`src/hdl/flash_host_regs.svh`:
```
// Timing and width constants for the parallel flash host controller
`ifndef FLASH_HOST_REGS_SVH
`define FLASH_HOST_REGS_SVH

// ==================================================
// Clock
`define FH_CLK_PERIOD_NS   8

// ==================================================
// Bus and counter widths
`define FH_DATA_W          16
`define FH_ADDR_W_MAX      26
`define FH_CNT_W           8

// ==================================================
// Pin timing, nanoseconds unless noted
`define FH_T_SETUP_NS      10
`define FH_T_PULSE_NS      35
`define FH_T_ACC_NS        100
`define FH_T_HOLD_NS       10
`define FH_T_RP_NS         200
`define FH_T_BUSY_NS       90
`define FH_T_POR_US        300

`endif

```
`src/hdl/flash_host_pkg.sv`:
```
// Types and helpers shared by the flash host controller
package flash_host_pkg;

   // ==================================================
   // Bus sequencer states
   typedef enum logic [5:0]
   {
      ST_IDLE  = 6'h01,
      ST_SETUP = 6'h02,
      ST_READ  = 6'h04,
      ST_WRITE = 6'h08,
      ST_HOLD  = 6'h10,
      ST_RESET = 6'h20
   } bus_state_t;

   // ==================================================
   // Least time to whole cycles, never below one
   function automatic int cycles_up(input int time_ns, input int period_ns);
      int c;
      c = (time_ns + period_ns - 1) / period_ns;
      return (c < 1) ? 1 : c;
   endfunction : cycles_up

endpackage : flash_host_pkg

```
`src/hdl/flash_busy_valid.sv`:
```
// Validity window and level of the shared ready/busy line
`timescale 1ns/1ns
`include "flash_host_regs.svh"

module flash_busy_valid
#(
   parameter int POR_CYC     = 37500,
   parameter int RESTART_CYC = 12
)
(
   // Clock and reset
   input  wire logic core_clk,
   input  wire logic resetn,
   // Line and restart events
   input  wire logic ready_busy_line,
   input  wire logic restart,
   // Result
   output logic      line_valid,
   output logic      line_ready
);

   logic [15:0] blank;

   // ==================================================
   // Blanking counter
   // Reset value is a constant, so the power-on wait needs no port
   always_ff @(posedge core_clk or negedge resetn)
   begin
      if (!resetn)
         blank <= 16'(POR_CYC);
      else if (restart)
         blank <= 16'(RESTART_CYC);
      else if (blank != 16'h0000)
         blank <= blank - 16'h0001;
   end

   assign line_valid = (blank == 16'h0000);
   assign line_ready = line_valid & ready_busy_line;

endmodule : flash_busy_valid

```
`src/hdl/flash_host_ctrl.sv`:
```
// Host-side pin sequencer for an asynchronous x16 parallel NOR flash
`timescale 1ns/1ns
`include "flash_host_regs.svh"

module flash_host_ctrl
#(
   parameter int ADDR_W  = `FH_ADDR_W_MAX,
   parameter int POR_CYC = (`FH_T_POR_US * 1000) / `FH_CLK_PERIOD_NS
)
(
   // Clock and reset
   input  wire logic                  core_clk,
   input  wire logic                  resetn,
   // User request
   input  wire logic                  req_valid,
   output logic                       req_ready,
   input  wire logic                  req_write,
   input  wire logic [ADDR_W-1:0]     req_addr,
   input  wire logic [`FH_DATA_W-1:0] req_wdata,
   input  wire logic                  ignore_busy,
   input  wire logic                  reset_req,
   input  wire logic                  wp_enable,
   // User answer and status
   output logic                       rsp_valid,
   output logic [`FH_DATA_W-1:0]      rsp_rdata,
   output logic                       flash_ready,
   output logic                       flash_busy_valid,
   // Flash pins
   output logic                       flash_reset_n,
   output logic                       flash_ce_n,
   output logic                       flash_oe_n,
   output logic                       flash_we_n,
   output logic                       flash_wp_n,
   output logic [ADDR_W-1:0]          word_address_bus,
   input  wire logic [`FH_DATA_W-1:0] data_bus_in,
   output logic [`FH_DATA_W-1:0]      data_bus_out,
   output logic                       data_bus_oe,
   input  wire logic                  ready_busy_line
);

   // ==================================================
   // Cycle counts
   localparam logic [`FH_CNT_W-1:0] SETUP_CYC =
      `FH_CNT_W'(flash_host_pkg::cycles_up(`FH_T_SETUP_NS, `FH_CLK_PERIOD_NS));
   localparam logic [`FH_CNT_W-1:0] PULSE_CYC =
      `FH_CNT_W'(flash_host_pkg::cycles_up(`FH_T_PULSE_NS, `FH_CLK_PERIOD_NS));
   localparam logic [`FH_CNT_W-1:0] ACC_CYC =
      `FH_CNT_W'(flash_host_pkg::cycles_up(`FH_T_ACC_NS, `FH_CLK_PERIOD_NS));
   localparam logic [`FH_CNT_W-1:0] HOLD_CYC =
      `FH_CNT_W'(flash_host_pkg::cycles_up(`FH_T_HOLD_NS, `FH_CLK_PERIOD_NS));
   localparam logic [`FH_CNT_W-1:0] RP_CYC =
      `FH_CNT_W'(flash_host_pkg::cycles_up(`FH_T_RP_NS, `FH_CLK_PERIOD_NS));
   localparam int BUSY_CYC = flash_host_pkg::cycles_up(`FH_T_BUSY_NS, `FH_CLK_PERIOD_NS);
   localparam logic [`FH_CNT_W-1:0] ONE = `FH_CNT_W'(1);

   // ==================================================
   // State
   flash_host_pkg::bus_state_t state;
   flash_host_pkg::bus_state_t next_state;
   logic [`FH_CNT_W-1:0]       count;
   logic [`FH_CNT_W-1:0]       next_count;
   logic                       op_write;
   logic                       line_valid;
   logic                       line_ready;

   // ==================================================
   // Decode
   wire done       = (count == `FH_CNT_W'(0));
   wire is_idle    = (state == flash_host_pkg::ST_IDLE);
   // Recovery writes may go while a failed device holds the line low
   wire start_ok   = line_ready | (ignore_busy & req_write);
   wire start      = req_valid & req_ready;
   wire next_op    = start ? req_write : op_write;
   wire next_sel   = (next_state == flash_host_pkg::ST_SETUP) |
                     (next_state == flash_host_pkg::ST_READ)  |
                     (next_state == flash_host_pkg::ST_WRITE) |
                     (next_state == flash_host_pkg::ST_HOLD);
   wire next_ce_n  = ~next_sel;
   wire next_oe_n  = (next_state != flash_host_pkg::ST_READ);
   wire next_we_n  = (next_state != flash_host_pkg::ST_WRITE);
   wire next_rst_n = (next_state != flash_host_pkg::ST_RESET);
   wire next_d_oe  = next_sel & next_op;
   // Busy line is blind right after a write edge or a reset assertion
   wire restart    = (next_we_n & ~flash_we_n) |
                     (~next_rst_n & flash_reset_n);
   wire capture    = (state == flash_host_pkg::ST_READ) & done;

   assign req_ready        = is_idle & ~reset_req & start_ok;
   assign flash_ready      = line_ready;
   assign flash_busy_valid = line_valid;

   // ==================================================
   // Sequencer
   always_comb
   begin
      next_state = state;
      next_count = done ? count : count - ONE;
      case (state)
         flash_host_pkg::ST_IDLE:
         begin
            if (reset_req)
            begin
               next_state = flash_host_pkg::ST_RESET;
               next_count = RP_CYC - ONE;
            end
            else if (start)
            begin
               next_state = flash_host_pkg::ST_SETUP;
               next_count = SETUP_CYC - ONE;
            end
         end
         flash_host_pkg::ST_SETUP:
         begin
            if (done)
            begin
               next_state = op_write ? flash_host_pkg::ST_WRITE : flash_host_pkg::ST_READ;
               next_count = (op_write ? PULSE_CYC : ACC_CYC) - ONE;
            end
         end
         flash_host_pkg::ST_READ,
         flash_host_pkg::ST_WRITE:
         begin
            if (done)
            begin
               next_state = flash_host_pkg::ST_HOLD;
               next_count = HOLD_CYC - ONE;
            end
         end
         flash_host_pkg::ST_HOLD,
         flash_host_pkg::ST_RESET:
         begin
            if (done)
               next_state = flash_host_pkg::ST_IDLE;
         end
         default:
         begin
            next_state = flash_host_pkg::ST_IDLE;
            next_count = `FH_CNT_W'(0);
         end
      endcase
   end

   always_ff @(posedge core_clk or negedge resetn)
   begin
      if (!resetn)
      begin
         state <= flash_host_pkg::ST_IDLE;
         count <= `FH_CNT_W'(0);
      end
      else
      begin
         state <= next_state;
         count <= next_count;
      end
   end

   // ==================================================
   // Pins, all from flip-flops
   always_ff @(posedge core_clk or negedge resetn)
   begin
      if (!resetn)
      begin
         flash_ce_n    <= 1'h1;
         flash_oe_n    <= 1'h1;
         flash_we_n    <= 1'h1;
         flash_reset_n <= 1'h1;
         data_bus_oe   <= 1'h0;
         flash_wp_n    <= 1'h1;
      end
      else
      begin
         flash_ce_n    <= next_ce_n;
         flash_oe_n    <= next_oe_n;
         flash_we_n    <= next_we_n;
         flash_reset_n <= next_rst_n;
         data_bus_oe   <= next_d_oe;
         flash_wp_n    <= ~wp_enable;
      end
   end

   // Address and data latched once per access so they stay put under the strobes
   always_ff @(posedge core_clk or negedge resetn)
   begin
      if (!resetn)
      begin
         op_write         <= 1'h0;
         word_address_bus <= '0;
         data_bus_out     <= '0;
      end
      else if (start)
      begin
         op_write         <= req_write;
         word_address_bus <= req_addr;
         data_bus_out     <= req_wdata;
      end
   end

   always_ff @(posedge core_clk or negedge resetn)
   begin
      if (!resetn)
      begin
         rsp_valid <= 1'h0;
         rsp_rdata <= '0;
      end
      else
      begin
         rsp_valid <= capture;
         if (capture)
            rsp_rdata <= data_bus_in;
      end
   end

   // ==================================================
   // Ready/busy validity
   flash_busy_valid
   #(
      .POR_CYC     (POR_CYC),
      .RESTART_CYC (BUSY_CYC)
   )
   u_busy_valid
   (
      .core_clk        (core_clk),
      .resetn          (resetn),
      .ready_busy_line (ready_busy_line),
      .restart         (restart),
      .line_valid      (line_valid),
      .line_ready      (line_ready)
   );
endmodule : flash_host_ctrl

```
`config.mk`:
```
export PLATFORM = sky130hd
export DESIGN_NAME = flash_host_ctrl
export DESIGN_NICKNAME = d
export VERILOG_FILES = /design/src/hdl/flash_host_pkg.sv /design/src/hdl/flash_busy_valid.sv /design/src/hdl/flash_host_ctrl.sv
export VERILOG_INCLUDE_DIRS = /design/src /design/src/hdl
export SDC_FILE = /design/constraint.sdc
export NUM_CORES = 1
export LEC_CHECK = 0
export ABC_AREA = 1
export BUFFER_PORTS_ARGS = -buffer_cell sky130_fd_sc_hd__buf_4
export CAP_MARGIN = 30
export CORE_ASPECT_RATIO = 0.8
export CORE_MARGIN = 1
export CORE_UTILIZATION = 29
export CTS_CLUSTER_SIZE = 8
export DETAILED_ROUTE_END_ITERATION = 6
export GPL_ROUTABILITY_DRIVEN = 1
export HOLD_SLACK_MARGIN = 0.12
export PLACE_DENSITY = 0.5
export SLEW_MARGIN = 30
export SYNTH_ARGS = -nofsm -noshare
export SYNTH_HDL_FRONTEND = slang
export SYNTH_SLANG_ARGS = --single-unit
```
`constraint.sdc`:
```
create_clock -name core_clk -period 2 [get_ports core_clk]
set_input_delay 0.2 -clock core_clk [delete_from_list [all_inputs] [get_ports core_clk]]
set_output_delay 0.2 -clock core_clk [all_outputs]
set_load 0.02 [all_outputs]
```
# --- Word level (Yosys, flattened, before mapping) ---
# Index checks and enable logic that the tools add are counted.
totals:
  ff_bits: 96
  output_inout_bits: 68
  inputBits: 66
  wordCells: 72
op_classes:
  n_eq_ne: 13
  muxes: 17
  n_addsub: 3
  n_bitwise: 19
  n_reduce_logical: 6
op_table:
  columns: ["operator", "n"]
  rows:
  - ["$mux W8", 5]
  - ["$mux W16", 2]
  - ["$pmux W8 S4", 1]
  - ["$mux W6", 5]
  - ["$pmux W6 S4", 1]
  - ["$logic_not A16 Y1", 1]
  - ["$reduce_bool A16 Y1", 1]
  - ["$sub A16 B1 Y16 const B", 1]
  - ["$eq A6 B2 Y1 const B", 2]
  - ["$eq A6 B3 Y1 const B", 2]
  - ["$eq A6 B4 Y1 const B", 2]
  - ["$eq A6 B5 Y1 const B", 2]
  - ["$and A1 B1 Y1", 9]
  - ["$logic_not A8 Y1", 1]
  - ["$mux W4", 2]
  - ["$sub A8 B1 Y8 const B", 1]
  - ["$eq A6 B1 Y1 const B", 1]
  - ["$eq A6 B6 Y1 const B", 1]
  - ["$ne A6 B3 Y1 const B", 1]
  - ["$ne A6 B4 Y1 const B", 1]
  - ["$ne A6 B6 Y1 const B", 1]
  - ["$not A1 Y1", 5]
  - ["$or A1 B1 Y1", 5]
  - ["$sub A4 B1 Y5 const B", 1]
  - ["other kinds (3)", 4]

# --- Logic depth before layout (Yosys ltp) ---
# Gate-level depths: netlist of the first run.
depth:
  ltp_word: 13
  ltp_mapped: 12
  mapped_depth_nobuf: 12

# --- Hierarchy ---
# From an unflattened synthesis of the first run, not the netlist that was laid out.
unflattened:
  cells_unflattened: 453
  hier_area_um2: 4370.4
modules_own_cells:
  columns: ["mod", "cells_per_inst", "area_per_inst_um2", "n_inst", "seq_area_each_um2"]
  rows:
  - ["flash_host_ctrl", 305, 3349.5, 1, 2009.4]
  - ["flash_busy_valid", 148, 1021.0, 1, 410.4]

# --- Worst setup path before layout of the first run ---
# No wires, ideal clock.
synth_timing:
  path_type: "flip-flop to flip-flop"
  from: "register count[0]"
  to: "register count[0]"
  setup_ns: 0.139
  synth_period_minus_slack_ns: 1.630
  path_slack_ns: 0.370
  path_stages_with_launch: 10
  t_arrival_ns: 1.491
  n_path_buf: 1
  required_time_ns: 1.861
  cell_sequence: "dfrtp_1 inv_1 ha_1 nand2_1 nor2_1 inv_1 buf_2 ha_1 o21bai_1 o2111ai_1"
synth_between:
  elab_chain_cells: 5
  elab_cells_between_ends: 8
  cone_classes: "1 x add/sub; 6 x mux; 1 x reduce/logical"
synth_rtl:
  columns: ["item", "line", "rtl"]
  rows:
  - ["start: declaration", "flash_host_ctrl.sv:60", "logic [`FH_CNT_W-1:0] count;"]
  - ["start signal: assignment", "flash_host_ctrl.sv:148", "count <= `FH_CNT_W'(0);"]
  - ["start signal: assignment", "flash_host_ctrl.sv:153", "count <= next_count;"]
  - ["$sub A8 B1 Y8 / $logic_not A8 Y1 (equally long branches)", "flash_host_ctrl.sv:97, flash_host_ctrl.sv:68", null]
  - ["$mux W8", "flash_host_ctrl.sv:97", "next_count = done ? count : count - ONE;"]
  - ["$mux W8", "flash_host_ctrl.sv:106", "else if (start)"]
  - ["$mux W8", "flash_host_ctrl.sv:101", "if (reset_req)"]
  - ["$pmux W8 S4 *", "flash_host_ctrl.sv:98", "case (state)"]
  - ["net next_count[0]", "flash_host_ctrl.sv:61", "logic [`FH_CNT_W-1:0] next_count;"]
# The timed path passes the listed nets; every way through them passes the cells marked *.
# A chain may end at the register's enable or synchronous reset.

# --- Worst setup path after layout of the first run ---
layout_timing:
  from: "register state[0]"
  to: "output port req_ready"
layout_between:
  elab_chain_cells: 3
layout_rtl:
  columns: ["item", "line", "rtl"]
  rows:
  - ["start: declaration", "flash_host_ctrl.sv:58", "flash_host_pkg::bus_state_t state;"]
  - ["start signal: assignment", "flash_host_ctrl.sv:147", "state <= flash_host_pkg::ST_IDLE;"]
  - ["start signal: assignment", "flash_host_ctrl.sv:152", "state <= next_state;"]
  - ["$eq A6 B1 Y1", "flash_host_ctrl.sv:69", "wire is_idle = (state == flash_host_pkg::ST_IDLE);"]
  - ["$and A1 B1 Y1 (2 in series)", "flash_host_ctrl.sv:88", "assign req_ready = is_idle & ~reset_req & start_ok;"]
  - ["end: declaration", "flash_host_ctrl.sv:16", "output logic req_ready,"]
# Every way passes these cells.

==> impl_metrics.toml, run 1 <==
[sta]
skew_ns = 0.00858
tightest_slew_ns = 0.350
hold_ws_ns = 0.177
setup_viol = 0
fin_crit_ns = 1.88
max_slew_margin_pct = 76.6
max_freq_ghz = 0.532
period_share_pct = 93.9
rsz0062_at_grt = "true"
hold_viol = 0
slew_viol_final = 0

[global_route]
grt_start_max_net_pins = 59
busiest_layer = "met2"
grt-ovfl-total = 0
grt_usage_pct = 17.1
grtUsageMet1_pct = 23.0
grt_first_pass_wirelength_um = 21700
met2_usage_pct = 25.2
grt_pass1_vias = 4286
antenna_found_initial = 0
gr-usage-met3_pct = 7.25

[layout]
regArea_um2 = 2420
fillers = 1526
final_common_cell = "nand2_1"
final_cell_mix = "nand2_1, buf_4, dfrtp_1"
antenna_cells = 0
area_growth_syn_to_layout_pct = 51.4
multi_input_area_um2 = 2010
drive_above_1_share_pct = 30.4
nets = 831
design_area_um2 = 7020

[detailed_routing]
drc = 0
via_per_inst = 4.36
first_iter_violations = 205
num_vias = 4249
finalWirelength_um = 13600
wl_per_cell_um = 14.0
dr.pass1.iters = 4
ant_nets = 0

[logic_synthesis]
synth_edf_count = 0
synth_cell_types = 35
synth_area_leaders = "dfrtp_1, nand2_1, dfstp_2"
synth_flop_cell = "dfrtp_1"
async_reset_ff_share_pct = 100
synth.top_cell.area_share_pct = 44.3
yosys_warnings = 0
ys_seq_elements = 96
synth.avg_cell_area_um2 = 8.43
syn-num-nets = 622
yosys.area.top_type = "dfrtp_1"
synthesis.area_um2 = 4640
netlist_instances = 550
yosysSeqAreaShare_pct = 52.2

[floorplanning]
die_x_um = 143
start_util_pct = 30.3
die_h_um = 115
pin_count = 134
rows = 40
core_um2 = 15300
die-area_um2 = 16500

[clock_network]
cts_sinks = 96
clk_latency_ns = 0.35
clkTransAtPathRegs_ns = 0.07
root_buffer = "clkbuf_16"
tritoncts = "yes"
cts-htree-levels = 3
cts_buffers = 9
clk_path_buf_depth = 2

[power_and_ir_drop]
p_clk_share_pct = 18.4
p_per_area_nw_per_um2 = 1310
p_seq_share_pct = 34.8
power_w = 0.00918
combPwrFrac_pct = 46.8
ir_drop_mv = 0.664
p_switching_w = 0.00385
switching_share_pct = 42.0
p_int_w = 0.00533
total_leakage_power_nw = 3.61

[place]
place_congestion = 0.772
numPortBuffers = 133
dp_hpwl_um = 8800
postPlaceCellArea_um2 = 5900

[min_path]
hp-class = "in2reg"

[flow_run]
drv_cap = 0

[worst_setup_path]
worst_setup_path_end_kind = "output port"
path_class = "reg2out"
arrival_ns = 1.68
worstPathRequired_ns = 1.80
crit_fanout = 3
start_kind = "register"
r2r_slack_ns = 0.13

[outcome]
status = "finished, final reports clean"
[registers in the layout, indices dropped and copies added, names as in the netlist]
signal and cells:
count 8, data_bus_oe 1, data_bus_out 16, flash_ce_n 1
flash_oe_n 1, flash_reset_n 1, flash_we_n 1, flash_wp_n 1
op_write 1, rsp_rdata 16, rsp_valid 1, state 6
u_busy_valid.blank 16, word_address_bus 26
[power groups by stage]
stage / logic (W) / clock network [W] / registers [W]
final: 0.00430 / 0.00169 / 0.00320
after global routing: 0.00480 / 0.00184 / 0.00329
after CTS: 0.00419 / 0.00176 / 0.00319
after detailed placement: 0.00407 / 0 / 0.00318
after global placement: 0.00403 / 0 / 0.00319
after floorplan: 0.00208 / 0 / 0.00369
[per-layer routing]
metal,wire length [um],up-vias
li1,-,2153
met1,6470,1983
met2,6000,107
met3,1040,6
met4,99,0
met5,0,-
[final cells by class]
class	instances	share of cell area, %
clock buffer	11	3.46
clock inverter	5	0.588
inverter	44	2.35
multi-input combinational	393	28.7
sequential	96	34.5
tap	210	3.74
timing repair buffer	215	26.7
[synthesized netlist by cell type (3+ instances only)]
cell      number
nand2_1      199
dfrtp_1       82
nand3_1       67
inv_1         40
nor2_1        39
dfstp_2       14
nor2_4        11
xor2_1         9
a21oi_1        8
clkbuf_1       8
o21ai_0        8
nor2_2         7
ha_1           6
nand2_2        6
nand4_1        6
buf_4          5
buf_2          4
inv_2          3
nand2_4        3
nand3_2        3
nor3_1         3
[logic make-up (layout without fill, tap and decap cells)]
kind of cell / count (synthesis) / count (layout) / synth area share (%)
AND/OR/NAND/NOR: 351 / 353 / 35.0
AO/OA/AOI/OAI: 25 / 25 / 3.40
flip-flops: 96 / 96 / 52.2
XOR/XNOR: 9 / 9 / 1.70
adder cells (fa/ha/maj): 6 / 6 / 1.62
buffers and inverters: 63 / 275 / 6.13
[stage by stage]
step	setup slack (ns)	TNS, ns	cells	utilization, %
after floorplan	0.370	0	550	-
after global placement	0.182	0	884	38.6
after detailed placement	0.105	0	884	38.6
after CTS	0.0373	0	964	44.6
after global routing	-0.00840	-0.0131	974	45.8
final	0.122	0	974	45.8
[timing repair]
action | 4_1_cts | 5_1_grt
buffers inserted | 3 | 4
endpoints found under the hold margin | 151 | 0
resized for setup | 4 | 11
pin swaps | 3 | 3
cloned | 0 | 6
setup endpoints to repair | 3 | 58
hold buffers | 61 | 0
[critical path: stages, from the launching register on]
cell and delay (ns):
dfstp_2 0.54, inv_1 0.06, nor2_2 0.08, nand3_2 0.12, nor2_4 0.18, inv_2 0.07
a21oi_4 0.14, buf_6 0.14
[path summary, 6_finish.rpt]
path / startpoint / end / cells past startpoint
max in group asynchronous: resetn / u_busy_valid.blank[15] / 3
worst min register to register: rsp_rdata[4] / rsp_rdata[4] / 2
min in group asynchronous: resetn / rsp_rdata[8] / 3
worst min-delay path: reset_req / count[4] / 3
worst max register to register: u_busy_valid.blank[0] / word_address_bus[13] / 11
worst max-delay path: state[0] / req_ready / 7
No activity file was read; power rests on OpenSTA's default activity.
==> run 2, diff against run 1 <==
--- a/config.mk
+++ b/config.mk
@@ -12,3 +12,2 @@
 export CORE_ASPECT_RATIO = 0.8
-export CORE_MARGIN = 1
 export CORE_UTILIZATION = 29
@@ -19,2 +18,3 @@
 export PLACE_DENSITY = 0.5
+export RECOVER_POWER = 100
 export SLEW_MARGIN = 30
==> constraint.sdc (replaced) <==
create_clock -name core_clk -period 2 [get_ports core_clk]
set_input_delay 0.3 -clock core_clk [delete_from_list [all_inputs] [get_ports core_clk]]
set_output_delay 0.3 -clock core_clk [all_outputs]
set_load 0.02 [all_outputs]
==> run 2 against run 1 <==
Compared with the run above:
- count of clock-buffer cells in the layout decreased by 1
- largest power group unchanged
- highest routed layer unchanged
- fmax shrank 2.3%
- worst setup slack got worse by 0.044 ns
==> impl_metrics.toml, run 2 (synthesis gave the netlist of run 1 again) <==
[outcome]
status = "finished, final reports clean"

[layout]
fillers = 1619
design_area_um2 = 6130
fin_util_pct = 40.0
nets = 776
area_growth_syn_to_layout_pct = 32.2
largest_reg_flops = 26
drive_above_1_share_pct = 24.1
antenna_cells = 0
regMostFlops = "word_address_bus"
final_common_cell = "nand2_1"
final_cell_mix = "nand2_1, buf_4, dfrtp_1"

[global_route]
grt_usage_pct = 16.1
antenna_found_initial = 0
busiest_layer = "met2"
grt_start_max_net_pins = 43
met2_usage_pct = 22.6
grt_first_pass_wirelength_um = 20500
grt-ovfl-total = 0
grt_pass1_vias = 4076
grtUsageMet1_pct = 21.7
gr-usage-met3_pct = 7.12

[clock_network]
clkTransAtPathRegs_ns = 0.07
clk_latency_ns = 0.36
cts_sinks = 96
clk_path_buf_depth = 2
cts_buffers = 9
cts-htree-levels = 3
tritoncts = "yes"
root_buffer = "clkbuf_16"

[floorplanning]
core_um2 = 15300
rows = 40
start_util_pct = 30.3
die_x_um = 143
die-area_um2 = 16500
die_h_um = 115
pin_count = 134

[sta]
hold_ws_ns = 0.135
hold_viol = 0
period_share_pct = 96.1
skew_ns = 0.00792
slew_viol_final = 0
max_slew_margin_pct = 40.6
tightest_slew_ns = 0.891
fin_crit_ns = 1.92
setup_viol = 0
max_freq_ghz = 0.520

[worst_setup_path]
start_kind = "register"
crit_fanout = 3
worst_setup_path_end_kind = "output port"
slowest_stage = "dfrtp_1"
cpPeakStageDelay_ns = 0.40
path_class = "reg2out"
cp_top_family = "flip-flops"
setup.worst_path.start = "u_busy_valid.blank[1]"
cp_num_buf_inv = 2
arrival_ns = 1.62
rr_startpoint = "u_busy_valid.blank[1]"
worstPathRequired_ns = 1.70
cp_cell_sequence = "inv_2 > ha_4 > nand2_2 > nor2_4 > nand3_2 > a21oi_4 > buf_6"

[power_and_ir_drop]
total_leakage_power_nw = 3.11
p_switching_w = 0.00381
combPwrFrac_pct = 43.7
p_per_area_nw_per_um2 = 1450
switching_share_pct = 43.0
p_seq_share_pct = 35.7
ir_drop_mv = 0.545
p_clk_share_pct = 20.6
p_int_w = 0.00506

[min_path]
hp-class = "in2reg"
worstHoldStart = "data_bus_in[11]"

[detailed_routing]
drc = 0
num_vias = 4031
dr.pass1.iters = 4
ant_nets = 0
first_iter_violations = 212
finalWirelength_um = 12200
wl_per_cell_um = 13.2
via_per_inst = 4.39

[place]
dp_hpwl_um = 8860
numPortBuffers = 133
place_congestion = 0.800
postPlaceCellArea_um2 = 5900

[flow_run]
drv_cap = 0
[run 2: layout make-up]
cell class | instances | area, um^2 | area share, %
Sequential cell | 96 | 2420 | 39.5
Inverter | 44 | 165 | 2.69
Tap cell | 210 | 263 | 4.29
Timing Repair Buffer | 162 | 985 | 16.1
Clock inverter | 6 | 75.1 | 1.22
Multi-Input combinational cell | 391 | 1980 | 32.4
Clock buffer | 10 | 239 | 3.90
[run 2: final timing paths]
path	end	slack, ns	cells after the start
worst min-delay path	rsp_rdata[11]	0.14	3
min in group asynchronous	rsp_rdata[14]	0.60	2
max in group asynchronous	flash_oe_n	0.38	3
worst min register to register	word_address_bus[23]	0.48	2
worst max-delay path	req_ready	0.08	7
worst max register to register	word_address_bus[2]	0.14	11
[run 2: repair_timing]
action | in CTS | in global routing
hold buffers | 3 | 0
setup endpoints to repair | 3 | 21
setup buffers | 10 | 3
hold endpoints to repair | 29 | 0
resized for setup | 13 | 5
pin swaps | 8 | 7
gates cloned | 0 | 0
[run 2: metrics by stage]
step	setup TNS, ns	total power (W)	setup WS [ns]	instances
floorplan	0	0.00576	0.360	550
global placement	0	0.00721	0.0965	887
detailed placement	0	0.00723	0.0950	887
CTS	0	0.00936	0.00321	916
global route	-0.00605	0.00961	-0.00605	919
finish	0	0.00888	0.0775	919
[run 2: tightest hold or removal path: cells and delay by family]
family                 cells  cell delay, ns
buffers and inverters      1            0.08
AND/OR/NAND/NOR            2            0.09
[run 2: power by group through the flow]
stage	clock, W	combinational, W	sequential, W
finish	0.00183	0.00387	0.00317
global route	0.00199	0.00435	0.00327
CTS	0.00191	0.00425	0.00319
detailed placement	0	0.00406	0.00318
global placement	0	0.00401	0.00320
floorplan	0	0.00208	0.00369
[run 2: routing by layer]
metal	vias up	wire (um)
met5	-	0
met4	0	168
met3	11	1150
met2	112	5060
met1	1869	5790
li1	2039	-
==> run 3, diff against run 2 <==
CORE_ASPECT_RATIO = 0.5   (was 0.8)
==> run 3 against run 2 <==
Compared with the run above:
- clock power shrank 2%
- sequential share of layout area grew 1.0 points
- worst setup slack lost 0.049 ns
- register-to-register slack lost 0.05 ns
- wire length shrank 3.6%
- fmax shrank 2.5%
- critical path type unchanged
==> impl_metrics.toml, run 3 (synthesis gave the netlist of run 1 again) <==
[outcome]
status = "finished, final reports clean"

[clock_network]
clk_latency_ns = 0.34
cts_buffers = 9
cts-htree-levels = 3
tritoncts = "yes"
cts_sinks = 96
clkTransAtPathRegs_ns = 0.07
root_buffer = "clkbuf_16"
clk_path_buf_depth = 2

[sta]
fin_crit_ns = 1.97
rsz0062_at_grt = "true"
hold_ws_ns = 0.155
setup_viol = 0
hold_viol = 0
max_freq_ghz = 0.507
period_share_pct = 98.6
layout_setup_ws_ns = 0.0287
tightest_slew_ns = 1.03
skew_ns = 0.0109
slew_viol_final = 0
max_slew_margin_pct = 31.6

[worst_setup_path]
endpoint = "req_ready"
arrival_ns = 1.67
start_kind = "register"
setup.worst_path.start = "state[0]"
cp_cell_sequence = "inv_1 > nor2_1 > nand3_2 > nor2_4 > inv_2 > a21oi_4 > buf_6"
worst_setup_path_end_kind = "output port"
reg2reg_to = "word_address_bus[4]"
crit_cells = 7
rr_startpoint = "state[0]"
r2r_cells = 9
crit_fanout = 3
slowest_stage = "dfstp_2"
r2r_slack_ns = 0.09
cp_num_buf_inv = 3
cpPeakStageDelay_ns = 0.54
worstPathRequired_ns = 1.70
path_class = "reg2out"
cp_top_family = "flip-flops"

[detailed_routing]
wl_per_cell_um = 13.0
via_per_inst = 4.40
num_vias = 3981
finalWirelength_um = 11700
ant_nets = 0
drc = 0
first_iter_violations = 217
dr.pass1.iters = 4

[global_route]
grt-ovfl-total = 0
grt_first_pass_wirelength_um = 19700
grt_start_max_net_pins = 41
grt_pass1_vias = 3877
antenna_found_initial = 0
grt_usage_pct = 15.0

[floorplanning]
die_x_um = 181
pin_count = 134
die_h_um = 91.4
core_um2 = 15500
rows = 32
start_util_pct = 29.9
die-area_um2 = 16500

[layout]
largest_reg_flops = 26
fillers = 1637
final_cells = 904
fin_util_pct = 38.6
nets = 767
antenna_cells = 0
final_cell_mix = "nand2_1, dfrtp_1, buf_4"
drive_above_1_share_pct = 21.3
final_common_cell = "nand2_1"
area_growth_syn_to_layout_pct = 28.8
regMostFlops = "word_address_bus"

[place]
dp_hpwl_um = 8360
place_ws_ns = 0.107
numPortBuffers = 133
place_congestion = 0.798
place_inst = 880

[power_and_ir_drop]
total_leakage_power_nw = 3.07
power_w = 0.00854
ir_drop_mv = 0.478
p_per_area_nw_per_um2 = 1430

[min_path]
hp-class = "in2reg"

[flow_run]
drv_cap = 0
==> run 3: worst register-to-register path: stages (launching register included) <==
cell,delay [ns]
dfstp_2,0.54
inv_1,0.05
nor2_1,0.11
nand3_2,0.13
nor2_4,0.16
clkbuf_1,0.17
nand3_2,0.23
buf_6,0.28
nand2_1,0.11
nand2_1,0.05
==> run 3: through the flow <==
step	area [um^2]	setup TNS, ns
detailed placement	5910	0
CTS	6330	0
finish	5970	0
global route	5970	-3.05
global placement	5910	0
floorplan	4640	0
==> run 3: per-layer routing <==
layer / vias up / part of all wire [%] / track usage, %
met5: - / 0 / 0
met4: 0 / 0.70 / 2.99
met3: 9 / 4.9 / 4.61
met2: 72 / 47 / 24.4
met1: 1876 / 47 / 19.7
li1: 2024 / - / -
==> run 3: worst min path at each step <==
stage	startpoint	end	slack, ns	cells past startpoint
global placement	resetn	u_busy_valid.blank[8]	0.34	1
CTS	data_bus_in[4]	rsp_rdata[4]	0.14	3
detailed placement	resetn	u_busy_valid.blank[8]	0.34	1
floorplan	resetn	count[0]	0.004	0
global route	data_bus_in[8]	rsp_rdata[8]	0.14	3
finish	data_bus_in[8]	rsp_rdata[8]	0.15	3
==> run 3: layout make-up <==
class                           instances  area (um^2)  area share [%]
Sequential cell                        96         2420            40.5
Multi-Input combinational cell        391         1910            31.9
Timing Repair Buffer                  153          913            15.3
Tap cell                              204          255            4.27
Clock buffer                            9          225            3.77
Inverter                               44          165            2.76
Clock inverter                          7         88.8            1.49
==> run 3: repair_timing <==
item / 4_1_cts / 5_1_grt
endpoints found under the hold margin: 28 / 0
pin swaps: 6 / 1
hold buffers: 2 / 0
resized for setup: 11 / 3
setup endpoints to repair: 3 / 11
setup buffers: 6 / 0
==> run 3: report_power, final <==
part | internal [W] | switching, W
Sequential | 0.00269 | 0.000472
Clock | 0.000994 | 0.000798
Combinational | 0.00120 | 0.00239
Total | 0.00489 | 0.00366
